--- config.mk ---
export PLATFORM = sky130hd
export DESIGN_NAME = mmwd_decoder
export DESIGN_NICKNAME = d
export VERILOG_FILES = /design/src/pkg/mmwd_pkg.sv /design/src/logic/mmwd_decoder.sv
export SDC_FILE = /design/constraint.sdc
export NUM_CORES = 1
export LEC_CHECK = 0
export BUFFER_PORTS_ARGS = -buffer_cell sky130_fd_sc_hd__buf_2
export CELL_PAD_IN_SITES_DETAIL_PLACEMENT = 2
export CELL_PAD_IN_SITES_GLOBAL_PLACEMENT = 2
export CORE_MARGIN = 5
export CORE_UTILIZATION = 30
export DETAILED_ROUTE_END_ITERATION = 8
export PLACE_DENSITY = 0.85
export SYNTH_ARGS = -nofsm -noshare
export SYNTH_HDL_FRONTEND = slang
export SYNTH_SLANG_ARGS = --single-unit
--- constraint.sdc ---
create_clock -name clk -period 7.77 [get_ports clk]
set_clock_uncertainty 0.1 [all_clocks]
set_input_delay 0.777 -clock clk [delete_from_list [all_inputs] [get_ports clk]]
set_output_delay 0.777 -clock clk [all_outputs]
set_load 0.01 [all_outputs]
--- src/pkg/mmwd_pkg.sv ---
// Constants, register map and state encoding for the memory map and wait-state decoder
`default_nettype none
package mmwd_pkg;
  // Register offsets on the register port
  localparam logic [15:0] MMWD_OFF_PAGE_EXT = 16'h001E;
  localparam logic [15:0] MMWD_OFF_WS_RANGES = 16'h0028;
  localparam logic [15:0] MMWD_OFF_WS_CTRL = 16'h002B;
  localparam logic [15:0] MMWD_OFF_MODE_STATUS = 16'h0030;
  // Reset values
  localparam logic [3:0] MMWD_RST_PAGE_EXT = 4'h0;
  localparam logic [15:0] MMWD_RST_WS_RANGES = 16'h7FFF;
  localparam logic MMWD_RST_DOUBLER = 1'b0;
  localparam logic [8:0] MMWD_RST_VPP = 9'h1FF;
  localparam logic MMWD_RST_OVERLAY = 1'b0;
  // Wait-state range fields
  localparam int MMWD_F_XPA = 15;
  localparam int MMWD_F_IO = 12;
  localparam int MMWD_F_DATA_HI = 9;
  localparam int MMWD_F_DATA_LO = 6;
  localparam int MMWD_F_PROG_HI = 3;
  localparam int MMWD_F_PROG = 0;
  localparam int MMWD_F_WS_COUNT_BITS = 14;
  localparam int MMWD_F_DOUBLER = 0;
  // Mode/status fields
  localparam int MMWD_F_VPP = 7;
  localparam int MMWD_F_ROM_EN = 6;
  localparam int MMWD_F_OVERLAY = 5;
  // Address map
  localparam logic [19:0] MMWD_RESET_VECTOR = 20'h0FF80;
  localparam logic [15:0] MMWD_TEST_LO = 16'hFF00;
  localparam logic [15:0] MMWD_TEST_HI = 16'hFF7F;
  localparam logic [15:0] MMWD_RAM_LO = 16'h0060;
  localparam logic [15:0] MMWD_RAM_HI = 16'h3FFF;
  localparam int MMWD_RAM_BLOCK_BIT = 13;
  // Cycle counts
  localparam logic [1:0] MMWD_BOOT_SETTLE = 2'h3;
  localparam logic [3:0] MMWD_WS_MAX = 4'hE;
  // Access spaces
  localparam logic [1:0] MMWD_SP_PROG = 2'h0;
  localparam logic [1:0] MMWD_SP_DATA = 2'h1;
  localparam logic [1:0] MMWD_SP_IO = 2'h2;
  // Far operation kinds
  localparam logic [2:0] MMWD_FAR_JMP_IMM = 3'h0;
  localparam logic [2:0] MMWD_FAR_JMP_ACC = 3'h1;
  localparam logic [2:0] MMWD_FAR_CALL_IMM = 3'h2;
  localparam logic [2:0] MMWD_FAR_CALL_ACC = 3'h3;
  localparam logic [2:0] MMWD_FAR_RET = 3'h4;
  localparam logic [2:0] MMWD_FAR_RET_IRQ = 3'h5;
  typedef enum logic [1:0] {
    MMWD_IDLE = 2'b01,
    MMWD_WAIT = 2'b10
  } mmwd_state_t;
endpackage
`default_nettype wire

--- src/logic/mmwd_decoder.sv ---
// Memory map decoder, program page extension, vector former and wait-state generator
//
// Overview of operation
// - Boot pin low at reset: start at FF80h with on-chip ROM enabled.
// - A 4K-word program ROM occupies the top of program page zero.
// - ROM words FF00h-FF7Fh are held back for factory test.
// - Dual-access RAM is two independent 8K-word blocks.
// - RAM decodes at data 0060h-3FFFh, and in program space when overlay set.
// - Reset, interrupt and trap load the PC; each vector slot is four words.
// - Vector addresses come from the vector page pointer, 128-word pages.
// - Hardware reset sets the vector page pointer to all ones.
// - Twenty program address lines reach 1024K words.
// - Page extension register sits at 001Eh and resets to zero.
// - Far jumps and calls load the page from the target; far returns restore it.
// - Accumulator far forms take the target from accumulator bits 19..0.
// - Table read and write use a 20-bit accumulator program address.
// - Everything else except a register write to 001Eh leaves the page extension register unchanged.
// - Program space is 16 pages of 64K words picked by the page register.
// - Overlay clear: low 16K of every page, page 0 included, external; set: RAM in every page.
// - External cycles get at most fourteen generated wait states; ready held low stretches them further.
// - Range bits 13..0 at zero turn off the generator clock; I/O count bit 14 is not looked at.
// - Low 15 range bits hold five 3-bit counts for five ranges.
// - Doubler bit scales every count by one or two.
// - After reset every external access gets seven wait states.
// - Range register layout: EXTENDED_PROGRAM_RANGE_BIT, I/O, data high/low, program high/low.
// - EXTENDED_PROGRAM_RANGE_BIT set: low field covers all program space; clear: split at x8000h.
// - Doubler is bit 0 of the control register at 002Bh, reset zero.
`default_nettype none
module mmwd_decoder #(
  parameter int ROM_WORDS = 4096
) (
  input wire logic clk,
  input wire logic reset_n,
  input wire logic boot_mode_select_pin,
  input wire logic ext_ready_pin,
  input wire logic [15:0] reg_addr,
  input wire logic [15:0] reg_wdata,
  input wire logic reg_wr,
  input wire logic reg_rd,
  output logic [15:0] reg_rdata,
  input wire logic acc_valid,
  input wire logic [1:0] acc_space,
  input wire logic [15:0] acc_addr,
  input wire logic acc_table,
  input wire logic acc_write,
  input wire logic [19:0] acc_value,
  output logic acc_busy,
  output logic acc_done,
  output logic sel_rom,
  output logic sel_ram,
  output logic ram_block,
  output logic rom_test_area,
  output logic [15:0] mem_index,
  output logic ext_cycle,
  output logic [19:0] ext_addr,
  output logic [1:0] ext_space,
  output logic ext_write,
  output logic ws_clock_on,
  input wire logic vector_req,
  input wire logic [4:0] vector_num,
  input wire logic far_valid,
  input wire logic [2:0] far_kind,
  input wire logic [19:0] far_target,
  input wire logic [3:0] far_ret_page,
  output logic [3:0] current_page,
  output logic pc_load,
  output logic [19:0] pc_load_addr
);
  if (ROM_WORDS < 1024 || ROM_WORDS > 4096 || (ROM_WORDS & (ROM_WORDS - 1)) != 0) begin : g_bad
    $error("ROM_WORDS must be a power of two from 1024 to 4096");
  end
  localparam logic [16:0] ROM_BASE17 = 17'h10000 - 17'(ROM_WORDS);
  localparam logic [15:0] ROM_BASE = ROM_BASE17[15:0];

  logic [2:0] mode_sync_q;
  logic [2:0] rdy_sync_q;
  logic mode_lvl_q;
  logic rdy_lvl_q;
  logic [1:0] boot_cnt_q;
  logic boot_pend_q;
  logic rom_en_q;
  logic [3:0] page_q;
  logic [15:0] ranges_q;
  logic doubler_q;
  logic [8:0] vpp_q;
  logic overlay_q;
  logic [15:0] rdata_q;
  mmwd_pkg::mmwd_state_t st_q;
  logic [3:0] cnt_q;
  logic done_q;
  logic sel_rom_q;
  logic sel_ram_q;
  logic ram_block_q;
  logic test_q;
  logic [15:0] index_q;
  logic [19:0] ext_addr_q;
  logic [1:0] ext_space_q;
  logic ext_write_q;
  logic pc_load_q;
  logic [19:0] pc_addr_q;
  logic boot_fire;
  logic vec_fire;
  logic far_fire;
  logic acc_take;
  logic page_wr;
  logic dec_rom;
  logic dec_ram;
  logic dec_ext;
  logic [19:0] dec_pa;
  logic [15:0] dec_off;
  logic [2:0] dec_base;
  logic [3:0] ws_cnt_d;

  // Pin synchronisers; a level counts once stages two and three agree
  always_ff @(posedge clk) begin
    if (!reset_n) begin
      rdy_sync_q <= 3'h0;
      rdy_lvl_q <= 1'b0;
    end else begin
      rdy_sync_q <= {rdy_sync_q[1:0], ext_ready_pin};
      if (rdy_sync_q[1] == rdy_sync_q[2]) begin
        rdy_lvl_q <= rdy_sync_q[2];
      end
    end
  end

  // Boot pin keeps sampling through reset, so its level has settled when boot is caught
  always_ff @(posedge clk) begin
    mode_sync_q <= {mode_sync_q[1:0], boot_mode_select_pin};
    if (mode_sync_q[1] == mode_sync_q[2]) begin
      mode_lvl_q <= mode_sync_q[2];
    end
  end

  // Boot pin is caught once the synchroniser has settled after release
  assign boot_fire = boot_pend_q && (boot_cnt_q == mmwd_pkg::MMWD_BOOT_SETTLE);
  always_ff @(posedge clk) begin
    if (!reset_n) begin
      boot_pend_q <= 1'b1;
      boot_cnt_q <= 2'h0;
      rom_en_q <= 1'b0;
    end else if (boot_pend_q) begin
      boot_cnt_q <= boot_cnt_q + 2'h1;
      if (boot_fire) begin
        boot_pend_q <= 1'b0;
        rom_en_q <= ~mode_lvl_q;
      end
    end
  end

  assign vec_fire = vector_req && !boot_pend_q;
  assign far_fire = far_valid && !boot_pend_q && !vector_req;
  assign page_wr = reg_wr && (reg_addr == mmwd_pkg::MMWD_OFF_PAGE_EXT);

  always_ff @(posedge clk) begin
    if (!reset_n) begin
      pc_load_q <= 1'b0;
      pc_addr_q <= 20'h00000;
    end else begin
      pc_load_q <= boot_fire || vec_fire || far_fire;
      if (boot_fire) begin
        pc_addr_q <= mmwd_pkg::MMWD_RESET_VECTOR;
      end else if (vec_fire) begin
        pc_addr_q <= {page_q, vpp_q, vector_num, 2'h0};
      end else if (far_fire) begin
        if (far_kind == mmwd_pkg::MMWD_FAR_JMP_ACC || far_kind == mmwd_pkg::MMWD_FAR_CALL_ACC) begin
          pc_addr_q <= acc_value;
        end else begin
          pc_addr_q <= far_target;
        end
      end
    end
  end

  // far operations own the page; a far op beats a same-cycle write
  always_ff @(posedge clk) begin
    if (!reset_n) begin
      page_q <= mmwd_pkg::MMWD_RST_PAGE_EXT;
    end else if (far_fire) begin
      if (far_kind == mmwd_pkg::MMWD_FAR_RET || far_kind == mmwd_pkg::MMWD_FAR_RET_IRQ) begin
        page_q <= far_ret_page;
      end else if (far_kind == mmwd_pkg::MMWD_FAR_JMP_ACC
                   || far_kind == mmwd_pkg::MMWD_FAR_CALL_ACC) begin
        page_q <= acc_value[19:16];
      end else begin
        page_q <= far_target[19:16];
      end
    end else if (page_wr) begin
      page_q <= reg_wdata[3:0];
    end
  end

  // Wait-state and mode registers
  always_ff @(posedge clk) begin
    if (!reset_n) begin
      ranges_q <= mmwd_pkg::MMWD_RST_WS_RANGES;
      doubler_q <= mmwd_pkg::MMWD_RST_DOUBLER;
      vpp_q <= mmwd_pkg::MMWD_RST_VPP;
      overlay_q <= mmwd_pkg::MMWD_RST_OVERLAY;
    end else if (reg_wr) begin
      if (reg_addr == mmwd_pkg::MMWD_OFF_WS_RANGES) begin
        ranges_q <= reg_wdata;
      end else if (reg_addr == mmwd_pkg::MMWD_OFF_WS_CTRL) begin
        doubler_q <= reg_wdata[mmwd_pkg::MMWD_F_DOUBLER];
      end else if (reg_addr == mmwd_pkg::MMWD_OFF_MODE_STATUS) begin
        vpp_q <= reg_wdata[mmwd_pkg::MMWD_F_VPP +: 9];
        overlay_q <= reg_wdata[mmwd_pkg::MMWD_F_OVERLAY];
      end
    end
  end

  // Read data stand for one cycle only; unmapped addresses read zero
  always_ff @(posedge clk) begin
    if (!reset_n) begin
      rdata_q <= 16'h0000;
    end else if (!reg_rd) begin
      rdata_q <= 16'h0000;
    end else if (reg_addr == mmwd_pkg::MMWD_OFF_PAGE_EXT) begin
      rdata_q <= {12'h000, page_q};
    end else if (reg_addr == mmwd_pkg::MMWD_OFF_WS_RANGES) begin
      rdata_q <= ranges_q;
    end else if (reg_addr == mmwd_pkg::MMWD_OFF_WS_CTRL) begin
      rdata_q <= {15'h0000, doubler_q};
    end else if (reg_addr == mmwd_pkg::MMWD_OFF_MODE_STATUS) begin
      rdata_q <= {vpp_q, rom_en_q, overlay_q, 5'h00};
    end else begin
      rdata_q <= 16'h0000;
    end
  end

  // Address decode of the pending access
  always_comb begin
    // table ops use the accumulator address
    if (acc_space == mmwd_pkg::MMWD_SP_PROG && acc_table) begin
      dec_pa = acc_value;
    end else if (acc_space == mmwd_pkg::MMWD_SP_PROG) begin
      dec_pa = {page_q, acc_addr};
    end else begin
      dec_pa = {4'h0, acc_addr};
    end
    dec_off = dec_pa[15:0];
    dec_rom = 1'b0;
    dec_ram = 1'b0;
    dec_ext = 1'b0;
    dec_base = ranges_q[mmwd_pkg::MMWD_F_IO +: 3];
    if (acc_space == mmwd_pkg::MMWD_SP_PROG) begin
      // overlay puts RAM low in every page
      if (overlay_q && dec_off <= mmwd_pkg::MMWD_RAM_HI) begin
        dec_ram = 1'b1;
      // ROM at the top of page zero
      end else if (rom_en_q && dec_pa[19:16] == 4'h0 && dec_off >= ROM_BASE) begin
        dec_rom = 1'b1;
      end else begin
        dec_ext = 1'b1;
      end
      if (!ranges_q[mmwd_pkg::MMWD_F_XPA] && dec_off[15]) begin
        dec_base = ranges_q[mmwd_pkg::MMWD_F_PROG_HI +: 3];
      end else begin
        dec_base = ranges_q[mmwd_pkg::MMWD_F_PROG +: 3];
      end
    end else if (acc_space == mmwd_pkg::MMWD_SP_DATA) begin
      if (dec_off >= mmwd_pkg::MMWD_RAM_LO && dec_off <= mmwd_pkg::MMWD_RAM_HI) begin
        dec_ram = 1'b1;
      end else if (dec_off[15:14] != 2'h0) begin
        dec_ext = 1'b1;
      end
      if (dec_off[15]) begin
        dec_base = ranges_q[mmwd_pkg::MMWD_F_DATA_HI +: 3];
      end else begin
        dec_base = ranges_q[mmwd_pkg::MMWD_F_DATA_LO +: 3];
      end
    end else begin
      dec_ext = 1'b1;
    end
  end

  assign ws_cnt_d = doubler_q ? {dec_base, 1'b0} : {1'b0, dec_base};
  assign acc_take = acc_valid && (st_q == mmwd_pkg::MMWD_IDLE) && !boot_pend_q;

  // accesses outside ROM, RAM and data 0000h-005Fh run on the external bus
  always_ff @(posedge clk) begin
    if (!reset_n) begin
      st_q <= mmwd_pkg::MMWD_IDLE;
      cnt_q <= 4'h0;
      done_q <= 1'b0;
    end else begin
      case (st_q)
        mmwd_pkg::MMWD_IDLE: begin
          done_q <= acc_take && !dec_ext;
          if (acc_take && dec_ext) begin
            st_q <= mmwd_pkg::MMWD_WAIT;
            cnt_q <= ws_cnt_d;
          end
        end
        mmwd_pkg::MMWD_WAIT: begin
          done_q <= (cnt_q == 4'h0) && rdy_lvl_q;
          if (cnt_q != 4'h0) begin
            cnt_q <= cnt_q - 4'h1;
          end else if (rdy_lvl_q) begin
            st_q <= mmwd_pkg::MMWD_IDLE;
          end
        end
        default: begin
          st_q <= mmwd_pkg::MMWD_IDLE;
          done_q <= 1'b0;
        end
      endcase
    end
  end

  // Targets are held until the next access is taken
  always_ff @(posedge clk) begin
    if (!reset_n) begin
      sel_rom_q <= 1'b0;
      sel_ram_q <= 1'b0;
      ram_block_q <= 1'b0;
      test_q <= 1'b0;
      index_q <= 16'h0000;
      ext_addr_q <= 20'h00000;
      ext_space_q <= mmwd_pkg::MMWD_SP_PROG;
      ext_write_q <= 1'b0;
    end else if (acc_take) begin
      sel_rom_q <= dec_rom;
      sel_ram_q <= dec_ram;
      // block pick by address bit 13
      ram_block_q <= dec_ram && dec_off[mmwd_pkg::MMWD_RAM_BLOCK_BIT];
      test_q <= dec_rom && dec_off >= mmwd_pkg::MMWD_TEST_LO
                && dec_off <= mmwd_pkg::MMWD_TEST_HI;
      index_q <= dec_rom ? (dec_off - ROM_BASE) : dec_off;
      ext_addr_q <= dec_pa;
      ext_space_q <= acc_space;
      ext_write_q <= acc_write && !dec_rom;
    end
  end

  // generator clock off when range bits 13..0 are zero; I/O field bit 14 is not looked at
  assign ws_clock_on = |ranges_q[mmwd_pkg::MMWD_F_WS_COUNT_BITS-1:0];

  assign reg_rdata = rdata_q;
  assign acc_busy = (st_q != mmwd_pkg::MMWD_IDLE) || boot_pend_q;
  assign acc_done = done_q;
  assign sel_rom = sel_rom_q;
  assign sel_ram = sel_ram_q;
  assign ram_block = ram_block_q;
  assign rom_test_area = test_q;
  assign mem_index = index_q;
  assign ext_cycle = st_q[1];
  assign ext_addr = ext_addr_q;
  assign ext_space = ext_space_q;
  assign ext_write = ext_write_q;
  assign current_page = page_q;
  assign pc_load = pc_load_q;
  assign pc_load_addr = pc_addr_q;
endmodule
`default_nettype wire

Yosys cells after proc, flatten, opt, wreduce, memory -nomap -nowiden
Index checks and enable logic that the tools add are counted.
Operators by class
  add/subtract/negate cells: 3
  multiply operators: 0
  div/mod/pow operators: 0
  order comparisons: 5
  equality and inequality tests: 19
  shifts and indexed selects: 0
  multiplexer cells: 43
  bitwise gates (word level): 5
  reduce and logical (&&, ||, !) cells: 50
Operators with widths (count)
  20-bit 2-to-1 mux: 5
  16-bit 2-to-1 mux: 5
  16-bit by 6-bit == test with 1-bit output (second input constant): 3
  16-bit greater-or-equal comparator (second input constant): 2
  4-bit 2-to-1 mux: 8
  1-bit logical AND: 20
  16-bit by 5-bit == test with 1-bit output (second input constant): 1
  16-bit by 7-bit greater-or-equal comparator with 1-bit output (second input constant): 1
  16-bit by 14-bit less-or-equal comparator with 1-bit output (second input constant): 1
  16-bit less-or-equal comparator (second input constant): 1
  16-bit subtractor (second input constant): 1
  1-bit 2-to-1 mux: 15
  14-bit OR reduction: 1
  3-bit 2-to-1 mux: 4
  3-bit AND reduction: 3
  4-bit zero test: 2
  4-bit case mux with 2 select lines: 1
  2-bit nonzero test: 4
  3-bit == test (second input constant): 2
  2-bit 2-to-1 mux: 3
  2-bit != test (second input constant): 3
  2-bit AND reduction: 3
  3-bit OR reduction: 2
  1-bit zero test: 5
  other kinds (17): 29
Word-level totals
  register bits: 130
  latch bits: 0
  memory bits (writable): 0
  ROM bits: 0
  input port bits: 113
  output and inout bits: 88
  logic and storage cells: 154
  memories: 0

Depth between registers and ports, before layout
  depth after elaboration: 12
  depth in mapped cells: 13
  gate-level depth less buffers: 10

Worst setup path after synthesis
No wires, ideal clock.
  path type: input -> register
  start: input port acc_space[0]
  end: register cnt_q[2]
  arrival: 3209 ps
  required time: 7550 ps
  setup slack: 4341 ps
  cell stages on the path: 13
  buffers on the path: 3
  cell sequence: buf_4 nor3b_4 buf_2 mux2i_1 inv_1 ha_1 nand2_1 nor4_4 or4b_1 buf_2 o2bb2ai_2 nor4bb_1 o31a_1
Between the ends
  elaborated cells between the ends (all ways): 31
  those cells by class: order compare (3); eq/ne (2); mux (15); reduce/logical (11)
RTL lines
  start: declaration: RTL line mmwd_decoder.sv:42  | input wire logic [1:0] acc_space,
  2-bit zero test *: RTL line mmwd_decoder.sv:234  | if (acc_space == mmwd_pkg::MMWD_SP_PROG && acc_table) begin
  1-bit logical AND *: RTL line mmwd_decoder.sv:234
  20-bit 2-to-1 mux *: RTL line mmwd_decoder.sv:234
  via dec_pa[12]: RTL line mmwd_decoder.sv:109  | logic [19:0] dec_pa;
  16-bit by 7-bit greater-or-equal comparator with 1-bit output (tied with other cells): RTL line mmwd_decoder.sv:262  | if (dec_off >= mmwd_pkg::MMWD_RAM_LO && dec_off <= mmwd_pkg::MMWD_RAM_HI) begin
  1-bit logical AND (on tied branches): RTL line mmwd_decoder.sv:262, mmwd_decoder.sv:251
  1-bit 2-to-1 mux (on tied branches): RTL line mmwd_decoder.sv:262, mmwd_decoder.sv:251
  1-bit 2-to-1 mux (on tied branches): RTL line mmwd_decoder.sv:261, mmwd_decoder.sv:248
  1-bit 2-to-1 mux *: RTL line mmwd_decoder.sv:246  | if (acc_space == mmwd_pkg::MMWD_SP_PROG) begin
  1-bit logical AND *: RTL line mmwd_decoder.sv:290  | if (acc_take && dec_ext) begin
  2-bit by 1-bit != test with 1-bit output (no line) *
  3-bit AND reduction (no line) *
  end signal: assignment: RTL line mmwd_decoder.sv:292  | cnt_q <= ws_cnt_d;
  end signal: assignment: RTL line mmwd_decoder.sv:298  | cnt_q <= cnt_q - 4'h1;
  end: declaration: RTL line mmwd_decoder.sv:89  | logic [3:0] cnt_q;
Mark *: on every way through the listed nets, which the timed path passes. The rest lies on a longest branch. The select of a mux whose other input is x is not followed.
A chain may end at the register's enable or synchronous reset.

Worst setup path after layout
Same ends and word-level chain as after synthesis.

==> flow_metrics.env <==
export IMPL_p_leak_uw=0.00341
export IMPL_start_util_pct=30.5
export IMPL_max_stage_delay_ns=0.65
export IMPL_cts_root_buffer_cell="clkbuf_16"
export IMPL_cp_start_kind="primary input"
export IMPL_r2r_start="boot_pend_q"
export IMPL_layout_drive_gt1_share_pct=30.4
export IMPL_finalMaxSlewViolations=0
export IMPL_dp_slack_ns=3.92
export IMPL_path_cells="buf_2, nor3b_4, buf_4, mux2i_1, inv_1, ha_1, nand2_1, nor4_4, or4b_1, o2bb2ai_2, nor4bb_1, o31a_1"
export IMPL_avgSynthCellArea_um2=8.64
export IMPL_yosysSeqAreaShare_pct=43.1
export IMPL_grt_overflow=0
export IMPL_rrSetupSlack_ns=5.12
export IMPL_port_buffers=200
export IMPL_place_congestion=0.830
export IMPL_fin_crit_ns=3.44
export IMPL_syn_nets=756
export IMPL_drt_total_wl_mm=23.7
export IMPL_num_vias=5587
export IMPL_hp_start="mode_sync_q[0]"
export IMPL_slew_headroom_pct=15.1
export IMPL_rows=49
export IMPL_critPathKind="primary input to flop"
export IMPL_clock_sinks=118
export IMPL_drc=0
export IMPL_cp_end_kind="flop"
export IMPL_cts_tree="done"
export IMPL_ys_types=57
export IMPL_grt_use_total_pct=21.9
export IMPL_pin_count=201
export IMPL_ys_warn_count=0
export IMPL_holdBufCountCts=0
export IMPL_finalSetupTns_ns=0
export IMPL_slowest_stage="or4b_1"
export IMPL_clkSlewWorstSetupHoldPaths_ns=0.06
export IMPL_cts_made_buffers=17
export IMPL_setup_viol=0
export IMPL_place_area_um2=6600
export IMPL_crit_required_ns=7.98
export IMPL_insertion_delay_ns=0.42
export IMPL_crit_path_max_fanout=22
export IMPL_final_net_count=930
export IMPL_whs_ns=0.228
export IMPL_postLayoutCoreUtil_pct=40.3
export IMPL_min_path_type="flop to flop"
export IMPL_max_vdd_ir_drop_uv=166
export IMPL_min_path_cells=0
export IMPL_synth_top_flop_cell="dfxtp_1"
export IMPL_cp_startpoint="acc_space[0]"
export IMPL_holdPathEnd="mode_sync_q[1]"
export IMPL_postRouteAntennaNets=0
export IMPL_async_reset_ff_share_pct=0
export IMPL_power_density_nw_per_um2=242
export IMPL_cts_resized=0
export IMPL_area_growth_pct=32.0
export IMPL_first_iter_violations=268
export IMPL_final_area_um2=7270
export IMPL_reg2reg_depth=6
export IMPL_drt_vias_per_instance=5.30
export IMPL_ys_ff_latch=118
export IMPL_syn_area_um2=5510
export IMPL_die_w_um=145
export IMPL_postCtsSetupRepairBufs=0
export IMPL_die_area_um2=21200
export IMPL_rsz0062_at_grt="false"
export IMPL_synthCells=637
export IMPL_status="finished clean"
export IMPL_synth_edf_count=1
export IMPL_dr_pass1_iters=7
export IMPL_critPathArrivalTime_ns=3.65
export IMPL_wl_per_cell_um=22.5
export IMPL_dp_hpwl_mm=17.2
export IMPL_max_freq_ghz=0.290
export IMPL_finalCritPeriodShare_pct=44.3
export IMPL_grt_pass1_wl_mm=36.8
export IMPL_nFillCells=2044
export IMPL_grt_pass1_vias=6266
export IMPL_grt_max_degree=51
export IMPL_h_tree_depth=4
export IMPL_cts_buffer_depth=2
export IMPL_timing_rr_end="cnt_q[2]"
export IMPL_die_h_um=145
export IMPL_setup_ws_ns=4.33
export IMPL_core_area_um2=18000
export IMPL_finalHoldViolations=0
export IMPL_worst_pin_slew_ns=1.26
export IMPL_antenna_found_initial=2
export IMPL_max_cap_violations=0
==> power by group <==
part / total [uW] / internal [uW] / switching, uW
clock network: 901 / 613 / 288
registers: 650 / 633 / 17.8
logic: 206 / 81.3 / 125
total: 1760 / 1330 / 431
==> how the worst max path moves through the flow <==
stage and end:
2_1_floorplan cnt_q[2], 3_3_place_gp cnt_q[2], 3_5_place_dp cnt_q[2], 4_1_cts cnt_q[2], 5_1_grt cnt_q[2], 6_report cnt_q[2]
==> per-stage QoR <==
stage                     power (uW)  std cells
final                           1760       1054
after CTS                       1770       1052
after detailed placement         865       1021
after global routing            1820       1054
after global placement           859       1021
after floorplan                  773        637
==> layer usage <==
layer,global-route usage [%],share of wire (%)
met5,0,0
met4,9.19,3.1
met3,4.83,3.7
met2,38.5,51
met1,25.7,42
==> cell type report <==
class / count / area, um2 / area share, %
well taps: 229 / 287 / 3.94
clock buffers: 24 / 503 / 6.92
diodes: 2 / 5.00 / 0.0688
clock inverters: 7 / 164 / 2.25
inverters: 9 / 33.8 / 0.465
repair buffers: 207 / 1050 / 14.5
multi-input cells: 458 / 2850 / 39.2
flip-flops and latches: 118 / 2370 / 32.6
==> synthesized netlist by cell type (2+ instances only) <==
cell         n  area share (%)
dfxtp_1    117              43
xnor2_1      2            0.32
o31a_1       2            0.32
nand4_1      6            0.68
nand3_1     10            0.91
nor2b_1      4            0.45
o21ai_1      3            0.27
o21a_1       2            0.27
nor3_1      13             1.2
a211oi_1    27             3.7
nand4b_1     2            0.32
a2111oi_0    2            0.32
clkbuf_1    32             2.2
nor4bb_1     3            0.55
nand2b_1     7            0.80
a22o_1      15             2.4
nor4b_1      2            0.32
nand2_1    102             7.0
a221oi_1     5            0.80
ha_1         6             1.4
nor4_1       9             1.0
buf_4       13             1.8
nor2_1      65             4.4
and2_1       5            0.57
and3_1       4            0.45
inv_1        9            0.61
mux2i_1     60              11
a22oi_1      7            0.95
buf_2        5            0.45
mux2_2       7             1.4
o21ai_0     20             1.8
a21oi_1     45             4.1
nor3b_1      2            0.27
==> state kept, by name, indices dropped and copies added, names as in the netlist, 2 cells and up <==
signal        flops
pc_load_addr     20
mem_index        16
ranges_q         16
reg_rdata        16
vpp_q             9
ext_addr          8
cnt_q             4
current_page      4
mode_sync_q       3
rdy_sync_q        3
boot_cnt_q        2
ext_space         2
st_q              2
==> worst max-delay path, delay by kind of cell <==
kind | cells | cell delay [ns]
compound gates | 2 | 0.51
buf+inv | 3 | 0.67
simple gates | 5 | 1.27
mux | 1 | 0.27
fa+ha+maj | 1 | 0.15
==> cell families after synthesis <==
logic type | Yosys count | share of synthesized area (%)
flops | 118 | 43.1
compound gates | 141 | 17.1
xor+xnor | 2 | 0.318
fa+ha+maj | 6 | 1.36
simple gates | 242 | 20.5
mux | 67 | 12.3
buf+inv | 61 | 5.29
==> cells in the final DEF (no fill, tap or decap), drive strengths merged, types with 3 or more instances in the layout <==
cell type and n:
a221oi 5, nand3 10, nor2b 4, buf 207, a211oi 27, nand2 102
ha 6, mux2i 60, nor4bb 3, bufinv 5, and2 5, nand4 6
clkbuf 24, nand2b 7, nor3 13, mux2 7, inv 9, a22o 15
dfxtp 117, o21ai 23, and3 4, a22oi 7, a21oi 45, nor3b 3
nor4 10, nor2 65
No activity file was read; power rests on OpenSTA's default activity.
